===== src/logic/gdc_params.svh =====
// constants of the gated decade counter
`ifndef GDC_PARAMS_SVH
`define GDC_PARAMS_SVH

`define GDC_DIGIT_W        4
`define GDC_DIGIT_ZERO     4'h0
`define GDC_DIGIT_LAST     4'h9
`define GDC_CARRY_SPLIT    4'h5
`define GDC_CARRY_RESET    1'b1
`define GDC_CLK_PERIOD_NS  10
`define GDC_RESET_ON_NS    100
`define GDC_RESET_ON_CYC   ((`GDC_RESET_ON_NS + `GDC_CLK_PERIOD_NS - 1) / `GDC_CLK_PERIOD_NS)
`define GDC_HOLD_W         4

`endif


===== src/logic/gdc_pkg.sv =====
// types shared by the gated decade counter files
package gdc_pkg;
`include "gdc_params.svh"

  typedef struct packed {
    logic countClk;
    logic countInhibit;
    logic resetIn;
  } gdc_in_t;

  typedef struct packed {
    logic [`GDC_DIGIT_W-1:0] countDigitOutputs;
    logic                    carryTtl;
    logic                    carryEcl;
  } gdc_out_t;

endpackage


===== src/logic/gdc_bcd_stage.sv =====
// one decade stage: counts 0..LAST and flags the wrap
`timescale 1ns/1ps
module gdc_bcd_stage #(
  parameter int            W    = 4,
  parameter logic [W-1:0]  LAST = 4'h9
) (
  input  wire logic         clk,
  input  wire logic         sys_rst,
  input  wire logic         clear,
  input  wire logic         advance,
  output logic [W-1:0]      digit,
  output logic              wrap
);

  always_ff @(posedge clk) begin
    if (sys_rst || clear) begin
      digit <= '0;
    end else if (advance) begin
      digit <= (digit == LAST) ? '0 : W'(digit + 1'b1);
    end
  end

  always_ff @(posedge clk) begin
    if (sys_rst) begin
      wrap <= 1'b0;
    end else begin
      wrap <= advance && !clear && (digit == LAST);
    end
  end

endmodule


===== src/logic/gdc_decade_counter.sv =====
// gated decade counter with bcd outputs and carry outputs
`timescale 1ns/1ps
`include "gdc_params.svh"

// Notes on behaviour
// divide by ten, counting bcd zero to nine on four parallel outputs
// reset input high holds count at zero, overriding clock and inhibit
// inhibit held high stops the count from advancing on clock edges
// clock rise with inhibit low, or inhibit rise with clock low, advances
// outside logic reads the digit only once clocking stopped or inhibited
// carry outputs make one cycle per ten edges, rising on the nine-to-zero wrap
module gdc_decade_counter #(
  parameter int RESET_ON_CYC = `GDC_RESET_ON_CYC
) (
  input  wire logic            clk,
  input  wire logic            sys_rst,
  input  wire gdc_pkg::gdc_in_t  pinIn,
  output gdc_pkg::gdc_out_t      pinOut
);
  import gdc_pkg::*;

  localparam logic [`GDC_HOLD_W-1:0] HOLD_LOAD = `GDC_HOLD_W'(RESET_ON_CYC - 1);

  logic                    prevClk;
  logic                    prevInh;
  logic                    prevRst;
  logic [`GDC_HOLD_W-1:0]  holdCnt;
  logic                    clearCount;
  logic                    clkRise;
  logic                    inhRise;
  logic                    advance;
  logic [`GDC_DIGIT_W-1:0] digit;
  logic                    wrap;
  logic [7:0]              rstAge;

  // previous levels start high so a level present at release is no edge
  always_ff @(posedge clk) begin
    if (sys_rst) begin
      prevClk <= 1'b1;
      prevInh <= 1'b1;
      prevRst <= 1'b1;
    end else begin
      prevClk <= pinIn.countClk;
      prevInh <= pinIn.countInhibit;
      prevRst <= pinIn.resetIn;
    end
  end

  // minimum reset time
  // a short reset pulse still clears for the full on-time
  always_ff @(posedge clk) begin
    if (sys_rst) begin
      holdCnt <= '0;
    end else if (pinIn.resetIn && !prevRst) begin
      holdCnt <= HOLD_LOAD;
    end else if (holdCnt != '0) begin
      holdCnt <= holdCnt - 1'b1;
    end
  end

  // cycles since the reset pin last rose, saturating; read only by the checks
  always_ff @(posedge clk) begin
    if (sys_rst) begin
      rstAge <= 8'hFF;
    end else if (pinIn.resetIn && !prevRst) begin
      rstAge <= 8'h01;
    end else if (rstAge != 8'hFF) begin
      rstAge <= rstAge + 8'h01;
    end
  end

  // reset overrides inputs
  assign clearCount = pinIn.resetIn || (holdCnt != '0);

  // inhibit gates clock
  assign clkRise = pinIn.countClk && !prevClk && !pinIn.countInhibit;
  // inhibit edge clocks
  assign inhRise = pinIn.countInhibit && !prevInh && !pinIn.countClk;
  assign advance = (clkRise || inhRise) && !clearCount;

  // decade count
  gdc_bcd_stage #(
    .W    (`GDC_DIGIT_W),
    .LAST (`GDC_DIGIT_LAST)
  ) u_stage (
    .clk     (clk),
    .sys_rst (sys_rst),
    .clear   (clearCount),
    .advance (advance),
    .digit   (digit),
    .wrap    (wrap)
  );

  // parallel digit outputs
  // digit lags one cycle; only valid once counting has paused
  always_ff @(posedge clk) begin
    if (sys_rst) begin
      pinOut.countDigitOutputs <= `GDC_DIGIT_ZERO;
    end else begin
      pinOut.countDigitOutputs <= digit;
    end
  end

  // carry square wave
  // high for 0..4, low for 5..9, so the rise marks the wrap for a next decade
  always_ff @(posedge clk) begin
    if (sys_rst) begin
      pinOut.carryTtl <= `GDC_CARRY_RESET;
      pinOut.carryEcl <= `GDC_CARRY_RESET;
    end else begin
      pinOut.carryTtl <= (digit < `GDC_CARRY_SPLIT);
      pinOut.carryEcl <= (digit < `GDC_CARRY_SPLIT);
    end
  end

  // expected successor, read only by the checks below
  logic [`GDC_DIGIT_W-1:0] expNext;
  assign expNext = (digit == `GDC_DIGIT_LAST) ? `GDC_DIGIT_ZERO : `GDC_DIGIT_W'(digit + 1'b1);
endmodule


===== config.mk =====
export PLATFORM = sky130hd
export DESIGN_NAME = gdc_decade_counter
export DESIGN_NICKNAME = d
export VERILOG_FILES = /design/src/logic/gdc_pkg.sv /design/src/logic/gdc_bcd_stage.sv /design/src/logic/gdc_decade_counter.sv
export VERILOG_INCLUDE_DIRS = /design/src /design/src/logic
export SDC_FILE = /design/constraint.sdc
export NUM_CORES = 1
export LEC_CHECK = 0
export BUFFER_PORTS_ARGS = -buffer_cell sky130_fd_sc_hd__buf_2
export CAP_MARGIN = 15
export CORE_AREA = 2 2 41 43
export CTS_CLUSTER_SIZE = 40
export DETAILED_ROUTE_END_ITERATION = 7
export DIE_AREA = 0 0 43 45
export GPL_TIMING_DRIVEN = 0
export PLACE_DENSITY = 0.68
export SKIP_CTS_REPAIR_TIMING = 1
export SLEW_MARGIN = 20
export SYNTH_ARGS = -nofsm -noshare
export SYNTH_HDL_FRONTEND = slang
export SYNTH_SLANG_ARGS = --single-unit

===== constraint.sdc =====
create_clock -name clk -period 1.2 [get_ports clk]
set_input_delay 0.06 -clock clk [delete_from_list [all_inputs] [get_ports clk]]
set_output_delay 0.06 -clock clk [all_outputs]
set_load 0.005 [all_outputs]

* Word level (Yosys, flattened, before mapping)
Index checks and enable logic that the tools add are counted.
** Storage, ports and cells
- Output and inout bits :: 6
- Register bits after elaboration :: 16
** Operators by class
- Add/sub/neg operators :: 2
- Eq/ne operators :: 1
- Order comparisons :: 1
- Reduce and logical (&&, ||, !) cells :: 18
- Mux-type cells :: 3
** Operators by type and width (count)
- 4-bit 2-to-1 mux :: 3
- 1-bit logical AND :: 6
- 1-bit zero test :: 6
- 4-bit by 1-bit adder with 4-bit output (second input constant) :: 1
- 4-bit equality test (second input constant) :: 1
- 4-bit by 3-bit less-than comparator with 1-bit output (second input constant) :: 1
- 4-bit nonzero test :: 1
- 4-bit by 1-bit subtractor with 4-bit output (second input constant) :: 1
- 1-bit logical OR :: 3
- 2-bit nonzero test :: 1
- 2-bit OR reduction :: 1

* Logic depth before layout (Yosys ltp)
- Word-level depth :: 5
- Mapped depth :: 6
- Gate-level depth less buffers :: 6

* By module
From an unflattened synthesis, not the netlist that was laid out.
** Second synthesis, totals
- Cells, all modules :: 68
- Area total of the unflattened synthesis :: 685.7 um2
** By module, submodules not included
- gdc_decade_counter :: instances 1, cells an instance 45, area each 473.0 um2
- gdc_bcd_stage :: instances 1, cells an instance 23, area each 212.7 um2

* Worst setup path after synthesis
OpenSTA, ideal clock, no wires.
- Path kind :: register to register
- Start point :: reg holdCnt[0]
- End point :: reg u_stage.digit[0]
- Buffers on the path :: 0
- Arrival time :: 1.207 ns
- Stages on the path, launching flop included :: 6
- Slack :: -0.099 ns
- Library setup time :: 0.092 ns
- Required time :: 1.108 ns
- Cells stage by stage :: dfxtp_1 > inv_1 > ha_1 > nor3b_2 > nand2b_4 > nor4_1
** Between the ends
- Word-level cells in the longest chain between the ends :: 4
- Elaborated cells on any way between the ends :: 5
- Those cells by class :: 5 x reduce/logical
** Ends and longest elaborated chain
- start, declared :: line gdc_decade_counter.sv:27 : logic [`GDC_HOLD_W-1:0] holdCnt;
- start signal, assigned :: line gdc_decade_counter.sv:57 : holdCnt <= holdCnt - 1'b1;
- 4-bit nonzero test (*) :: line gdc_decade_counter.sv:73 : assign clearCount = pinIn.resetIn || (holdCnt != '0);
- 1-bit logical OR (*) :: line gdc_decade_counter.sv:73
- 1-bit zero test
- 1-bit logical AND :: line gdc_decade_counter.sv:79 : assign advance = (clkRise || inhRise) && !clearCount;
- end signal, assigned :: line gdc_bcd_stage.sv:19 : digit <= (digit == LAST) ? '0 : W'(digit + 1'b1);
- end, declared :: line gdc_bcd_stage.sv:11 : output logic [W-1:0] digit,
Mark *: on every way between the ends. The rest lies on a longest branch, timed or not.
A chain may end at the register's enable or synchronous reset.

* Worst setup path in the final report
Ends and elaborated chain as after synthesis.

==> impl_metrics.toml <==
[synth]
synth_cells = 65
yosysWarnings = 0
seq_area_frac_synth_pct = 49.90
syn_area_um2 = 641.9
synth_nets = 72
syn_area_per_cell_um2 = 9.875
synth_cell_types = 23
ys_ff_latch = 16

[clock_tree]
clk_latency_ps = 290
numCtsBuffers = 3
clock_path_buffers = 2
tritoncts = "built"
htree_levels = 1
clk_pin_slew_ps = 100
cts_root_buf = "clkbuf_4"
numClockSinks = 16

[setup_path]
crit_arrival_ps = 1520
required_ps = 1400
crit_path_start = "holdCnt[0]"
path_max_fanout = 5
critPathKind = "reg -> reg"
critPathLaunchType = "flop"
r2r_start = "holdCnt[0]"
end_kind = "flop"

[global_route]
grt_max_degree = 11
grt_use_met2_pct = 21.21
antenna_found_initial = 0
grt.overflow.total = 0
grt_pass1_wl_um = 1904
grt_use_total_pct = 13.58
grtUsageMet1_pct = 16.58
gr-usage-met3_pct = 3.600
grt_pass1_vias = 460
gr-max-usage-layer = "met2"

[status]
outcome = "finished with violations"
violations = "setup timing"

[power]
p_seq_share_pct = 44.1
vdd_ir_drop_max_mv = 0.8893
p_comb_share_pct = 30.8
switching_share_pct = 30.61
power_density_nw_per_um2 = 1792
power_uw = 1482
switchingPower_uw = 453.6
clkPwrFrac_pct = 25.0
p_leak_uw = 0.0003511
p_int_uw = 1029

[floorplan]
core-area_um2 = 1471
num_rows = 14
dieHeight_um = 45
start_util_pct = 43.62
dieArea_um2 = 1935
fp.dieW_um = 43
ioPinCount = 11

[timing]
worst_slack_ps = -116.1
final_max_slew_viol_count = 0
worst_pin_slew_ps = 339.4
maxSlewHeadroom_pct = 77.35
skew_ps = 2.522
tns_ps = -182.5
setup_viol = 4
period_needed_ps = 1316
holdWs_ps = 2.274
rsz0062_at_grt = "yes"
hold_viol = 0
finalCritPeriodShare_pct = 109.7
fmax_ghz = 0.7598

[drt]
route.detailed.drc = 0
dr_total_vias = 503
via_per_inst = 4.980
drt_iter0_drc = 5
routedWlPerCell_um = 11.63
wl_um = 1175
antenna_left = 0
firstDrtPassIters = 4

[place]
dpl.hpwl_um = 741.8
port_buffers = 10
globalplace.congestion = 0.7178

[final_layout]
fin_util_pct = 56.21
syn_to_final_growth_pct = 28.85
finalNetCount = 93
diodes = 0
drive_gt1_share_pct = 40.00
fillCellCount = 143

[min_path]
hold_path.class = "in -> reg"
hold_start = "pinIn[1]"

[run]
maxCapViolCount = 0
## flip-flops by register name, indices dropped and copies added (netlist names)
name / count
u_stage.digit: 4
prevClk: 1
prevRst: 1
holdCnt: 4
pinOut: 5
prevInh: 1
## layer usage
metal / up-vias / share of wire [%]
met3: 4 / 4.3
met4: 0 / 2.6
met1: 225 / 46
met5: - / 0
li1: 261 / -
met2: 13 / 47
## cells in the mapped netlist (all sizes together)
cell type	number	share of area (%)
ha	2	3.9
and4bb	2	3.9
nor2b	6	5.8
a31oi	1	0.98
nor3b	2	3.1
nor3	2	1.6
o21ai	2	1.6
nand2	2	1.2
nor2	7	4.1
dfxtp	16	50
nand2b	3	4.1
a211oi	1	1.2
buf	1	1.2
inv	2	1.2
xnor2	2	2.7
a21oi	5	3.9
xor2	1	1.4
or3	2	1.9
nor4	1	0.98
or2	4	3.9
mux2i	1	1.6
## metrics by stage
| step | instances | setup WS [ps] | instance area, um2 |
|---|---|---|---|
| after floorplan | 65 | 13.77 | 648.1 |
| after global placement | 91 | -75.20 | 718.2 |
| after detailed placement | 91 | -83.59 | 718.2 |
| after CTS | 95 | -113.9 | 754.5 |
| after global routing | 101 | -155.1 | 827.0 |
| final | 101 | -116.1 | 827.0 |
## worst paths after layout
kind,end,slack [ps],cells after the start
worst max-delay path,u_stage.digit[0],-120,5
worst max register to register,u_stage.digit[0],-120,5
worst min-delay path,prevInh,2,2
worst min register to register,pinOut[2],510,1
## cell usage in the layout, fill, tap and decap left out, types with 2 or more instances in the layout
cell type / instances
buf_2: 10
dfxtp_1: 13
dfxtp_2: 3
or2_2: 4
nor3_1: 2
xnor2_1: 2
clkbuf_4: 3
nor2b_1: 6
a21oi_1: 5
and4bb_1: 2
nand2b_1: 2
nand2_1: 2
buf_4: 6
nor2_1: 6
or3_1: 2
## power by group through the flow
stage	registers, uW	clock network, uW	logic (uW)
6_report	654	371	457
5_1_grt	660	398	535
4_1_cts	641	369	374
3_5_place_dp	654	0	373
3_3_place_gp	652	0	363
2_1_floorplan	644	0	318
## cells by family after synthesis
group	count (synthesis)	share of synthesized area, %
AOI/OAI and AO/OA	9	7.603
and+or+nand+nor	31	30.60
xor gates and xnor gates	3	4.094
adders and majority gates	2	3.898
muxes	1	1.560
DFF	16	49.90
buffers and inverters	3	2.340
## area by class of cell
cell class | count | area [um2] | area share (%)
Multi-Input combinational cell | 46 | 331.6 | 40.09
Inverter | 2 | 10.01 | 1.210
Clock buffer | 4 | 36.28 | 4.387
Timing Repair Buffer | 16 | 97.59 | 11.80
Buffer | 1 | 7.507 | 0.9077
Tap cell | 16 | 20.02 | 2.421
Sequential cell | 16 | 324.1 | 39.18
## critical path, stage by stage, from the launching register on
cell and delay, ps:
dfxtp_2 350, inv_4 70, ha_4 120, nor3b_4 330, nand2b_4 110, nor4_1 250
Power figures use the tool's default switching activity.
